`src/core/uef_pkg.sv`:
```
// Shared constants for the endpoint access block
package uef_pkg;
   // Register addresses on the special register port
   localparam logic [7:0] ADDR_LINE = 8'h1A;
   localparam logic [7:0] ADDR_EVT = 8'h1B;
   localparam logic [7:0] ADDR_CMD = 8'h46;
   localparam logic [7:0] ADDR_EP0 = 8'h48;
   localparam logic [7:0] ADDR_EP1 = 8'h49;
   localparam logic [7:0] ADDR_EP2 = 8'h4A;
   // Command register fields
   localparam int CMD_REQ = 0;
   localparam int CMD_TX = 1;
   localparam int CMD_CLR = 2;
   localparam int CMD_SEL_LO = 3;
   localparam int CMD_SEL_HI = 4;
   localparam int CMD_SETUP = 5;
   localparam int CMD_READY = 6;
   localparam int CMD_ZERO_LENGTH_FLAG = 7;
   localparam logic [1:0] SEL_RESERVED = 2'h3;
   localparam logic [7:0] CMD_RST = 8'h00;
   // Line control fields
   localparam int LINE_BUS_SUSPENDED = 0;
   localparam int LINE_WAKE = 1;
   localparam int LINE_BRST = 2;
   localparam int LINE_RESUME = 3;
   localparam int LINE_DIN = 4;
   localparam int LINE_CIN = 5;
   localparam int LINE_DOUT = 6;
   localparam int LINE_COUT = 7;
   localparam logic LINE_OUT_RST = 1'b1;
   // Event flag fields
   localparam int EVT_PS2 = 4;
   localparam int EVT_USB = 5;
   localparam int EVT_MODE = 7;
   localparam logic SEL_RST = 1'b0;
   // Timing
   localparam int CLK_MHZ = 125;
   localparam int SETTLE_NS = 2000;
   localparam int SETTLE_CYC = (SETTLE_NS * CLK_MHZ + 999) / 1000;
   localparam int RESUME_MS = 20;
   localparam int RESUME_CYC = RESUME_MS * CLK_MHZ * 1000;
   localparam int TMR_W = 9;
   // Command sequencer states, Gray along the path
   typedef enum logic [1:0] {
      UEF_IDLE = 2'h0,
      UEF_WAIT = 2'h1,
      UEF_ACTIVE = 2'h3,
      UEF_SETTLE = 2'h2
   } uef_state_t;
endpackage

```
`src/core/uef_timer_if.sv`:
```
`timescale 1ns/100ps
// Handshake between the sequencer and the interval timer
interface uef_timer_if;
   logic ce;
   logic start;
   logic slow_sel;
   logic busy;
   logic done;
   modport owner (output ce, output start, output slow_sel,
                  input busy, input done);
   modport timer (input ce, input start, input slow_sel,
                  output busy, output done);
endinterface

```
`src/core/uef_interval_timer.sv`:
```
`timescale 1ns/100ps
// Microsecond interval timer for settling and request waits
module uef_interval_timer
   import uef_pkg::*;
#(
   parameter int CYC = SETTLE_CYC
)(
   // Clock and reset
   input wire logic mclk_i,
   input wire logic rst_b_i,
   // Control
   uef_timer_if.timer tmr
);
   logic [TMR_W-1:0] cnt; // Cycles remaining
   logic [TMR_W-1:0] next_cnt;
   logic busy; // Interval running
   logic next_busy;
   logic done; // Interval end pulse
   logic next_done;
   logic [TMR_W-1:0] limit; // Span for the chosen oscillator

   // Span halves when the slower oscillator is selected
   assign limit = tmr.slow_sel ? TMR_W'(CYC / 2) : TMR_W'(CYC);

   // Next count
   always_comb
   begin
      next_cnt = cnt;
      next_busy = busy;
      next_done = 1'b0;
      if (tmr.start)
      begin
         // Restart always wins
         next_cnt = limit - TMR_W'(1);
         next_busy = 1'b1;
      end
      else if (busy)
      begin
         if (cnt == '0)
         begin
            next_busy = 1'b0;
            next_done = 1'b1;
         end
         else
            next_cnt = cnt - TMR_W'(1);
      end
   end

   // Registers, frozen by clock enable
   always_ff @(posedge mclk_i or negedge rst_b_i)
   begin
      if (!rst_b_i)
      begin
         cnt <= '0;
         busy <= 1'b0;
         done <= 1'b0;
      end
      else if (tmr.ce)
      begin
         cnt <= next_cnt;
         busy <= next_busy;
         done <= next_done;
      end
   end

   assign tmr.busy = busy;
   assign tmr.done = done;

   // Fast interval stays busy for a long stretch
   a_timer_span: assert property (@(posedge mclk_i) disable iff (!rst_b_i)
      (tmr.ce && tmr.start && !tmr.slow_sel) |=> busy[*8])
      else $error("interval timer ended too early");
endmodule

```
`src/core/uef_endpoint_access.sv`:
```
`timescale 1ns/100ps
// Functional notes
// - three byte data ports at 48H-4AH
// - next byte only after settling interval
// - readability probe reports 41H or 01H
// - writability probe reports 4BH or 0BH
// - zero length packet reports 81H
// - suspend indication, interrupt on each change
// - bus reset indication raises interrupt
// - resume indication shown, wakes MCU
// - raw line input levels readable
// - line drive bits default high
// - endpoint request flags raise gated interrupt
// - keyboard port select resets to zero
// - usb function select resets to zero
// - usb mode flag cleared by reset
// - command register field layout
// - bus reset clears command register
module uef_endpoint_access
   import uef_pkg::*;
#(
   parameter int RESUME_CYCLES = RESUME_CYC,
   parameter int RES_W = 22
)(
   // Clock, reset, enable
   input wire logic mclk_i,
   input wire logic rst_b_i,
   input wire logic ce_i,
   // Special register port
   input wire logic [7:0] reg_addr_i,
   input wire logic reg_wr_i,
   input wire logic reg_rd_i,
   input wire logic [7:0] reg_wdata_i,
   output logic [7:0] reg_rdata_o,
   // System context
   input wire logic clk_6mhz_sel_i,
   input wire logic usb_irq_en_i,
   input wire logic stack_full_i,
   // Serial engine status
   input wire logic bus_reset_i,
   input wire logic bus_suspend_i,
   input wire logic [2:0] ep_access_i,
   input wire logic [2:0] ep_ready_i,
   input wire logic [2:0] ep_zero_len_i,
   input wire logic setup_rx_i,
   input wire logic [23:0] ep_rdata_i,
   // Serial engine commands
   output logic [2:0] ep_pop_o,
   output logic [2:0] ep_push_o,
   output logic [7:0] ep_wdata_o,
   output logic [2:0] ep_clear_o,
   output logic [2:0] ep_release_o,
   output logic ep_dir_tx_o,
   output logic remote_wakeup_o,
   output logic resume_wake_o,
   output logic usb_irq_o,
   output logic keyboard_port_select_o,
   output logic usb_function_select_o,
   // Line pins, D- data and D+ clock
   input wire logic dm_i,
   output logic dm_o,
   output logic dm_oe_o,
   input wire logic dp_i,
   output logic dp_o,
   output logic dp_oe_o
);
   localparam int WAKE_CYC = SETTLE_CYC;

   uef_timer_if tmr ();

   // Command sequencer state
   uef_state_t state, next_state;
   logic [7:0] cmd, next_cmd; // Command and status
   logic tmr_start; // Launch interval
   // Line control state
   logic bus_suspended_q, next_bus_suspended_q; // Last suspend level
   logic wake_bit, next_wake_bit; // Wakeup command bit
   logic [TMR_W-1:0] wake_cnt, next_wake_cnt; // Hold counter
   logic [TMR_W-1:0] wake_lim; // Hold span for the chosen oscillator
   logic next_remote_wakeup;
   logic bus_reset_seen, next_bus_reset_seen;
   logic resume, next_resume; // Resume indication
   logic [RES_W-1:0] res_cnt, next_res_cnt; // Resume visibility
   // Event flags and selects
   logic [2:0] ep_flag, next_ep_flag; // Endpoint request flags
   logic ps2_sel, next_ps2_sel;
   logic usb_sel, next_usb_sel;
   logic usb_mode, next_usb_mode;
   logic data_line_out, next_data_line_out;
   logic clock_line_out, next_clock_line_out;
   // Registered outputs
   logic [7:0] next_rdata;
   logic [2:0] next_pop, next_push, next_clear, next_release;
   logic [7:0] next_wdata;
   logic next_dir_tx, next_irq;
   // Decode
   logic wr_cmd, wr_line, wr_evt, dp_hit;
   logic [1:0] dp_ep; // Endpoint of the data port hit
   logic [1:0] sel; // Selected endpoint
   logic sel_ok; // Selection not reserved
   logic flag_irq; // Gated endpoint event

   // Register port decode
   assign wr_cmd = reg_wr_i && (reg_addr_i == ADDR_CMD);
   assign wr_line = reg_wr_i && (reg_addr_i == ADDR_LINE);
   assign wr_evt = reg_wr_i && (reg_addr_i == ADDR_EVT);
   assign dp_hit = (reg_addr_i == ADDR_EP0) || (reg_addr_i == ADDR_EP1) ||
                   (reg_addr_i == ADDR_EP2);
   assign dp_ep = 2'(reg_addr_i - ADDR_EP0);
   assign sel = cmd[CMD_SEL_HI:CMD_SEL_LO];
   assign sel_ok = (sel != SEL_RESERVED);
   assign flag_irq = (|ep_access_i) && usb_irq_en_i && !stack_full_i;

   // Timer hookup
   assign tmr.ce = ce_i;
   assign tmr.start = tmr_start;
   assign tmr.slow_sel = clk_6mhz_sel_i;
   // Wakeup hold halves with the slower oscillator as well
   assign wake_lim = clk_6mhz_sel_i ? TMR_W'(WAKE_CYC / 2) :
                     TMR_W'(WAKE_CYC);

   uef_interval_timer #(
      .CYC(SETTLE_CYC)
   ) u_timer (
      .mclk_i(mclk_i),
      .rst_b_i(rst_b_i),
      .tmr(tmr.timer)
   );

   // Command register and request sequencer
   always_comb
   begin
      next_state = state;
      next_cmd = cmd;
      tmr_start = 1'b0;
      next_pop = 3'h0;
      next_push = 3'h0;
      next_clear = 3'h0;
      next_release = 3'h0;
      next_wdata = ep_wdata_o;
      next_dir_tx = ep_dir_tx_o;
      if (wr_cmd)
      begin
         // Ready stays hardware owned
         next_cmd = reg_wdata_i;
         next_cmd[CMD_READY] = cmd[CMD_READY] &&
            (reg_wdata_i[CMD_SEL_HI:CMD_SEL_LO] != SEL_RESERVED);
         // Clear bit rising flushes the chosen buffer
         if (reg_wdata_i[CMD_CLR] && !cmd[CMD_CLR] && sel_ok)
            next_clear[sel] = 1'b1;
         if (reg_wdata_i[CMD_REQ] && !cmd[CMD_REQ])
         begin
            // New request waits out the interval
            next_state = UEF_WAIT;
            next_cmd[CMD_READY] = 1'b0;
            tmr_start = 1'b1;
         end
         else if (!reg_wdata_i[CMD_REQ] && cmd[CMD_REQ])
         begin
            // Request dropped ends the transfer
            next_state = UEF_IDLE;
            next_cmd[CMD_READY] = 1'b0;
            if (sel_ok)
               next_release[sel] = 1'b1;
            next_dir_tx = cmd[CMD_TX];
         end
      end
      case (state)
         UEF_IDLE:
         begin
            // Nothing in flight
         end
         UEF_WAIT:
         begin
            if (tmr.done && !wr_cmd)
            begin
               // Status becomes visible after the wait
               next_state = UEF_ACTIVE;
               next_cmd[CMD_READY] = sel_ok && ep_ready_i[sel] &&
                                     !ep_zero_len_i[sel];
               if (sel_ok && ep_zero_len_i[sel])
                  next_cmd[CMD_ZERO_LENGTH_FLAG] = 1'b1;
               if (setup_rx_i && (sel == 2'h0))
                  next_cmd[CMD_SETUP] = 1'b1;
            end
         end
         UEF_ACTIVE:
         begin
            if (dp_hit && (reg_rd_i || reg_wr_i) && !wr_cmd)
            begin
               // Data access, next byte after settling
               next_state = UEF_SETTLE;
               next_cmd[CMD_READY] = 1'b0;
               tmr_start = 1'b1;
               if (reg_rd_i)
                  next_pop[dp_ep] = 1'b1;
               else
               begin
                  next_push[dp_ep] = 1'b1;
                  next_wdata = reg_wdata_i;
               end
            end
         end
         UEF_SETTLE:
         begin
            if (tmr.done && !wr_cmd)
            begin
               next_state = UEF_ACTIVE;
               next_cmd[CMD_READY] = sel_ok && ep_ready_i[sel];
            end
         end
         default:
            next_state = UEF_IDLE;
      endcase
      if (bus_reset_i)
      begin
         // Bus reset wipes the command register
         next_cmd = CMD_RST;
         next_state = UEF_IDLE;
      end
   end

   // Line control, wakeup and resume
   always_comb
   begin
      next_bus_suspended_q = bus_suspend_i;
      next_wake_bit = wake_bit;
      next_wake_cnt = wake_cnt;
      next_bus_reset_seen = bus_reset_seen;
      next_resume = resume;
      next_res_cnt = res_cnt;
      next_data_line_out = data_line_out;
      next_clock_line_out = clock_line_out;
      if (wr_line)
      begin
         next_wake_bit = reg_wdata_i[LINE_WAKE];
         next_data_line_out = reg_wdata_i[LINE_DOUT];
         next_clock_line_out = reg_wdata_i[LINE_COUT];
         if (!reg_wdata_i[LINE_BRST])
            next_bus_reset_seen = 1'b0;
      end
      // Wakeup accepted only after the full hold
      if (!wake_bit)
         next_wake_cnt = '0;
      else if (wake_cnt < wake_lim)
         next_wake_cnt = wake_cnt + TMR_W'(1);
      next_remote_wakeup = wake_bit && (wake_cnt >= wake_lim);
      // Set wins over the firmware clear
      if (bus_reset_i)
         next_bus_reset_seen = 1'b1;
      if (bus_suspended_q && !bus_suspend_i)
      begin
         // Leaving suspend starts the visible window
         next_resume = 1'b1;
         next_res_cnt = RES_W'(RESUME_CYCLES - 1);
      end
      else if (resume)
      begin
         if (bus_suspend_i || (res_cnt == '0))
            next_resume = 1'b0;
         else
            next_res_cnt = res_cnt - RES_W'(1);
      end
   end

   // Endpoint request flags, set wins over clear
   generate
      for (genvar i = 0; i < 3; i++)
      begin : g_flag
         always_comb
         begin
            next_ep_flag[i] = ep_flag[i];
            if (wr_evt)
               next_ep_flag[i] = reg_wdata_i[i];
            if (ep_access_i[i])
               next_ep_flag[i] = 1'b1;
         end
      end
   endgenerate

   // Selects, mode flag, interrupt and read data
   always_comb
   begin
      next_ps2_sel = wr_evt ? reg_wdata_i[EVT_PS2] : ps2_sel;
      next_usb_sel = wr_evt ? reg_wdata_i[EVT_USB] : usb_sel;
      next_usb_mode = wr_evt ? reg_wdata_i[EVT_MODE] : usb_mode;
      // One interrupt event per change or request
      next_irq = (bus_suspend_i != bus_suspended_q) || bus_reset_i ||
                 (bus_suspended_q && !bus_suspend_i) || flag_irq;
      next_rdata = reg_rdata_o;
      if (reg_rd_i)
      begin
         next_rdata = 8'h00;
         if (reg_addr_i == ADDR_CMD)
            next_rdata = cmd;
         else if (reg_addr_i == ADDR_LINE)
         begin
            // Write-only bits read as zero
            next_rdata[LINE_BUS_SUSPENDED] = bus_suspended_q;
            next_rdata[LINE_BRST] = bus_reset_seen;
            next_rdata[LINE_RESUME] = resume;
            next_rdata[LINE_DIN] = dm_i;
            next_rdata[LINE_CIN] = dp_i;
         end
         else if (reg_addr_i == ADDR_EVT)
         begin
            next_rdata[2:0] = ep_flag;
            next_rdata[EVT_PS2] = ps2_sel;
            next_rdata[EVT_USB] = usb_sel;
            next_rdata[EVT_MODE] = usb_mode;
         end
         else if (dp_hit)
            next_rdata = ep_rdata_i[8*dp_ep +: 8];
      end
   end

   // All state registers, frozen while enable is low
   always_ff @(posedge mclk_i or negedge rst_b_i)
   begin
      if (!rst_b_i)
      begin
         state <= UEF_IDLE;
         cmd <= CMD_RST;
         bus_suspended_q <= 1'b0;
         wake_bit <= 1'b0;
         wake_cnt <= '0;
         remote_wakeup_o <= 1'b0;
         bus_reset_seen <= 1'b0;
         resume <= 1'b0;
         res_cnt <= '0;
         resume_wake_o <= 1'b0;
         ep_flag <= 3'h0;
         ps2_sel <= SEL_RST;
         usb_sel <= SEL_RST;
         usb_mode <= SEL_RST;
         data_line_out <= LINE_OUT_RST;
         clock_line_out <= LINE_OUT_RST;
         reg_rdata_o <= 8'h00;
         ep_pop_o <= 3'h0;
         ep_push_o <= 3'h0;
         ep_wdata_o <= 8'h00;
         ep_clear_o <= 3'h0;
         ep_release_o <= 3'h0;
         ep_dir_tx_o <= 1'b0;
         usb_irq_o <= 1'b0;
         keyboard_port_select_o <= SEL_RST;
         usb_function_select_o <= SEL_RST;
         dm_oe_o <= 1'b0;
         dp_oe_o <= 1'b0;
      end
      else if (ce_i)
      begin
         state <= next_state;
         cmd <= next_cmd;
         bus_suspended_q <= next_bus_suspended_q;
         wake_bit <= next_wake_bit;
         wake_cnt <= next_wake_cnt;
         remote_wakeup_o <= next_remote_wakeup;
         bus_reset_seen <= next_bus_reset_seen;
         resume <= next_resume;
         res_cnt <= next_res_cnt;
         resume_wake_o <= next_resume;
         ep_flag <= next_ep_flag;
         ps2_sel <= next_ps2_sel;
         usb_sel <= next_usb_sel;
         usb_mode <= next_usb_mode;
         data_line_out <= next_data_line_out;
         clock_line_out <= next_clock_line_out;
         reg_rdata_o <= next_rdata;
         ep_pop_o <= next_pop;
         ep_push_o <= next_push;
         ep_wdata_o <= next_wdata;
         ep_clear_o <= next_clear;
         ep_release_o <= next_release;
         ep_dir_tx_o <= next_dir_tx;
         usb_irq_o <= next_irq;
         keyboard_port_select_o <= next_ps2_sel;
         usb_function_select_o <= next_usb_sel;
         dm_oe_o <= next_ps2_sel;
         dp_oe_o <= next_ps2_sel;
      end
   end

   // Pin levels come straight from the drive bits
   assign dm_o = data_line_out;
   assign dp_o = clock_line_out;

   // Bus reset leaves command register clear
   a_cmd_bus_reset: assert property (@(posedge mclk_i) disable iff (!rst_b_i)
      (ce_i && bus_reset_i) |=> (cmd == 8'h00))
      else $error("command register not cleared by bus reset");

   // Ready only rises after an interval end
   a_ready_after_wait: assert property (@(posedge mclk_i)
      disable iff (!rst_b_i)
      $rose(cmd[CMD_READY]) |-> $past(tmr.done))
      else $error("ready rose without settling interval");

   // Zero length packet reports length flag, not ready
   a_zlp_status: assert property (@(posedge mclk_i) disable iff (!rst_b_i)
      (ce_i && state == UEF_WAIT && tmr.done && !wr_cmd && !bus_reset_i
       && sel_ok && ep_zero_len_i[sel])
      |=> (cmd[CMD_ZERO_LENGTH_FLAG] && !cmd[CMD_READY]))
      else $error("zero length status wrong");

   // Reserved selection never reports ready
   a_reserved_sel: assert property (@(posedge mclk_i) disable iff (!rst_b_i)
      (cmd[CMD_SEL_HI:CMD_SEL_LO] == 2'h3 && $stable(cmd))
      |-> !cmd[CMD_READY])
      else $error("reserved endpoint reported ready");

   // Suspend change raises interrupt
   a_bus_suspended_irq: assert property (@(posedge mclk_i) disable iff (!rst_b_i)
      (ce_i && bus_suspend_i != bus_suspended_q) |=> usb_irq_o)
      else $error("suspend change gave no interrupt");

   // Bus reset shows indication and interrupt
   a_reset_seen: assert property (@(posedge mclk_i) disable iff (!rst_b_i)
      (ce_i && bus_reset_i) |=> (bus_reset_seen && usb_irq_o))
      else $error("bus reset indication missing");

   // Leaving suspend shows resume and wakes
   a_resume_set: assert property (@(posedge mclk_i) disable iff (!rst_b_i)
      (ce_i && bus_suspended_q && !bus_suspend_i) |=> (resume && resume_wake_o))
      else $error("resume indication missing");

   // Endpoint access sets flag and gated interrupt
   a_flag_irq: assert property (@(posedge mclk_i) disable iff (!rst_b_i)
      (ce_i && ep_access_i[0] && usb_irq_en_i && !stack_full_i)
      |=> (ep_flag[0] && usb_irq_o))
      else $error("endpoint flag or interrupt missing");

   // Line inputs read back raw
   a_line_read: assert property (@(posedge mclk_i) disable iff (!rst_b_i)
      (ce_i && reg_rd_i && reg_addr_i == ADDR_LINE)
      |=> (reg_rdata_o[LINE_DIN] == $past(dm_i) &&
           reg_rdata_o[LINE_CIN] == $past(dp_i)))
      else $error("line input levels misread");

   // Data port read pops the addressed buffer
   a_port_pop: assert property (@(posedge mclk_i) disable iff (!rst_b_i)
      (ce_i && reg_rd_i && reg_addr_i == ADDR_EP0 && state == UEF_ACTIVE
       && !wr_cmd) |=> (ep_pop_o == 3'h1))
      else $error("data port read did not pop");

   // Drivers released while keyboard port is off
   a_pin_release: assert property (@(posedge mclk_i) disable iff (!rst_b_i)
      (ce_i && !wr_evt && !ps2_sel) |=> (!dm_oe_o && !dp_oe_o))
      else $error("line driven outside keyboard mode");
endmodule

```
`config.mk`:
```
export PLATFORM = sky130hd
export DESIGN_NAME = uef_endpoint_access
export DESIGN_NICKNAME = d
export VERILOG_FILES = /design/src/core/uef_pkg.sv /design/src/core/uef_timer_if.sv /design/src/core/uef_interval_timer.sv /design/src/core/uef_endpoint_access.sv
export SDC_FILE = /design/constraint.sdc
export NUM_CORES = 1
export LEC_CHECK = 0
export BUFFER_PORTS_ARGS = -buffer_cell sky130_fd_sc_hd__buf_2
export CORE_MARGIN = 2
export CORE_UTILIZATION = 50
export CTS_CLUSTER_SIZE = 25
export DETAILED_ROUTE_END_ITERATION = 10
export PLACE_DENSITY_LB_ADDON = 0.1
export SLEW_MARGIN = 30
export SYNTH_ARGS = -nofsm -noshare
export SYNTH_HDL_FRONTEND = slang
export SYNTH_SLANG_ARGS = --single-unit
```
`constraint.sdc`:
```
create_clock -name mclk_i -period 4.1 [get_ports mclk_i]
set_input_delay 0.82 -clock mclk_i [delete_from_list [all_inputs] [get_ports mclk_i]]
set_output_delay 0.82 -clock mclk_i [all_outputs]
set_load 0.05 [all_outputs]
```
==> results by group <==
Run status
  • Status: finished clean

Timing
  • Pins over their slew limit: 0
  • Setup TNS: 0 ns
  • Final setup fails: 0
  • Setup Skew: 0.0137 ns
  • Slew @ Worst Pin: 0.786 ns
  • RSZ-0062 raised after global routing: false
  • Final min period: 3.50 ns
  • Fmax: 0.286 GHz
  • WHS: 0.302 ns
  • Final hold vios: 0
  • Final period util: 85.4%
  • Worst slew margin: 47.1%

Floorplan
  • Initial Utilization: 50.9%
  • Chip width: 109 um
  • Number of cell rows: 38
  • CORE AREA: 0.0108 mm^2
  • I/O pin total: 100
  • Die height: 109 um
  • Total die area: 0.0118 mm^2

Routing
  • Post-route DRC: 0
  • Antenna viol nets, final: 0
  • Initial DRC Count: 325
  • Vias: 4,916
  • Via density: 6.10
  • WL per Instance: 17.7 um
  • Post-Route WL: 14.2 mm
  • DRT Pass-1 Iters: 4

Clock network
  • Post-CTS sizing: 0
  • TritonCTS buffer count: 9
  • CTS Hold Bufs: 0
  • Clock Tree Root: clkbuf_8
  • Reg clk slew, reported paths: 0.10 ns
  • Clock Latency Late Sink: 0.38 ns
  • Clock Sinks: 95
  • Post-CTS setup-driven buffer insertion count: 0
  • Longest Clk Path Bufs: 2
  • TritonCTS clock tree: done
  • H-tree depth: 3

Power
  • Flop pwr share: 53.8%
  • Cell Int Power: 1.33 mW
  • Power Density: 302 mW/mm^2
  • Proportion of power drawn by the clock network: 30.8%
  • Combinational Power Share: 15.3%
  • P_leak: 2.86 nW
  • VDD IR-drop max: 0.208 mV
  • NetSw: 0.584 mW
  • Sw frac: 30.6%

Global route
  • Met3 usage: 3.95%
  • Grt peak-use layer: met2
  • Antenna violations before repair: 0
  • Total gr overflow: 0
  • Largest net degree at the start of global routing: 67
  • Via count of the first global-routing pass: 4,689
  • Met2 usage in global routing: 38.0%
  • Grt met1 use: 36.5%
  • GRT Total Usage: 25.0%
  • First-pass GRT wire length: 23.1 mm

Synthesis
  • Unique masters post-synth: 75
  • Cell accounting for the most synthesized area: dfrtp_1
  • Asr flop ratio synth: 100%
  • Syn avg cell area: 9.63 um^2
  • Yosys warns: 0
  • Synth Instances: 571
  • EDFF count, synth: 0
  • Synth top area share: 42.3%
  • Cell Area, Synth: 0.00550 mm^2
  • Synthesized net count: 645
  • Number of synthesized register bits: 95
  • Synth top area cells: dfrtp_1 (42%), mux2_2 (3.5%), o21ai_0 (3.2%)
  • Post-synthesis sequential area ratio: 43.3%
  • Synth Flop Type: dfrtp_1
  • Top-count cell post-synth: dfrtp_1
  • Synth top cells by count: dfrtp_1 (93), nor2_1 (43), o21ai_0 (35)

Layout
  • Register area: 0.00238 mm^2
  • Fill cells: 951
  • Multi-input logic area: 0.00291 mm^2
  • Final Util: 58.6%
  • Non-Filler Cell Area, Final: 0.00633 mm^2
  • Share of cells above drive strength 1: 25.8%
  • Area Growth Syn to Fin: 15.1%
  • # diodes: 0
  • Final nets: 735

Worst setup path
  • Worst EP required: 4.35 ns
  • Reg2Reg Capture Point: u_timer.cnt[6]
  • R2r setup slk: 0.98 ns
  • CP Max Fanout: 15
  • Worst Path Arrival: 3.75 ns
  • Crit path from: reg_addr_i[1]
  • Crit path to: u_timer.cnt[6]
  • Crit end category: register
  • Startpoint Class: primary input
  • WS Path Type: in2reg
  • Reg2reg start: state[0]
  • Worst Reg-to-Reg Cells: 12

Place
  • Placer congestion estimate: 0.899
  • HPWL after DPL: 10.5 mm
  • IO Port Bufs: 99
  • Placed Area: 0.00612 mm^2

Flow run
  • Maxcap violations: 0

Worst hold path
  • Hold Path Class: in2async
## flip-flops by register name, indices dropped and copies added, names as in the netlist, 2 cells and up
register and flops:
ep_push_o 3, ep_release_o 3, state 2, ep_pop_o 3, wake_cnt 9, u_timer.cnt 9, ep_clear_o 3, reg_rdata_o 8
cmd 8, ep_wdata_o 8, res_cnt 22, ep_flag 3
## through the flow
| step | setup slack [ns] | std cells | power, mW |
|---|---|---|---|
| 6_report | 0.601 | 806 | 1.91 |
| 5_1_grt | 0.352 | 806 | 2.01 |
| 4_1_cts | 0.665 | 805 | 1.92 |
| 3_5_place_dp | 0.255 | 789 | 1.34 |
| 3_3_place_gp | 0.393 | 789 | 1.32 |
| 2_1_floorplan | 0.718 | 571 | 1.22 |
## power groups by stage
stage,Combinational (mW),Sequential (mW),Clock (mW)
after floorplan,0.158,1.06,0
after global placement,0.281,1.04,0
after detailed placement,0.289,1.05,0
after CTS,0.290,1.03,0.602
after global routing,0.326,1.04,0.647
final,0.292,1.03,0.589
## worst max-delay path, stage by stage
cell      delay (ns)
buf_2           0.32
nor2b_1         0.23
nor4bb_1        0.57
a22oi_1         0.31
a21boi_0        0.32
ha_1            0.30
nor3b_1         0.26
o311ai_0        0.19
nor3_1          0.21
xnor2_1         0.14
nand3_1         0.08
## placed cells by master (no fill, tap or decap), types with 5 or more instances in the layout
cell       instances
or4_1              8
nor2b_1           17
a2bb2oi_1          7
nor4_1            10
xnor2_1            6
nand3_1           14
ha_1              12
clkbuf_8          10
and3_1             5
dfrtp_1           93
a21o_1             7
or2_2              7
nand2b_1           9
nand4_1           15
o2bb2ai_1          5
buf_4             12
a22oi_1            7
buf_2             98
o21ai_0           35
inv_1             19
mux2_2            17
nor3_1            13
a21oi_1           26
o31ai_1            9
nand2_1           34
mux2i_1           14
nor2_1            43
a31o_2             5
a31oi_1           11
and2_1             9
## kinds of logic after synthesis
logic type | synth area share (%)
AND/OR/NAND/NOR | 22.2
AO/OA/AOI/OAI | 20.8
flip-flops | 43.3
buffers and inverters | 3.82
multiplexers | 6.03
adder cells (fa/ha/maj) | 2.73
XOR/XNOR | 1.12
## per-layer routing
| metal | vias to the layer above | part of all wire [%] |
|---|---|---|
| li1 | 2324 | - |
| met1 | 2419 | 47 |
| met2 | 154 | 46 |
| met3 | 19 | 5.4 |
| met4 | 0 | 1.5 |
| met5 | - | 0 |
## worst min-delay path by stage
stage / to / depth (start not counted) / slack, ns / from
after detailed placement: reg_rdata_o[6] / 2 / 0.47 / reg_rdata_o[6]
after global routing: res_cnt[9] / 1 / 0.31 / rst_b_i
after floorplan: u_timer.cnt[7] / 1 / 0.45 / u_timer.cnt[7]
final: res_cnt[9] / 1 / 0.30 / rst_b_i
after global placement: reg_rdata_o[6] / 2 / 0.46 / reg_rdata_o[6]
after CTS: reg_rdata_o[6] / 2 / 0.49 / reg_rdata_o[6]
## cell type report
class,count,area share [%]
tap,140,2.77
clock buffer,10,2.18
timing repair buffer,111,9.61
multi-input combinational,424,45.9
sequential,95,37.6
inverter,20,1.19
clock inverter,6,0.692
No activity file was read; power rests on OpenSTA's default activity.
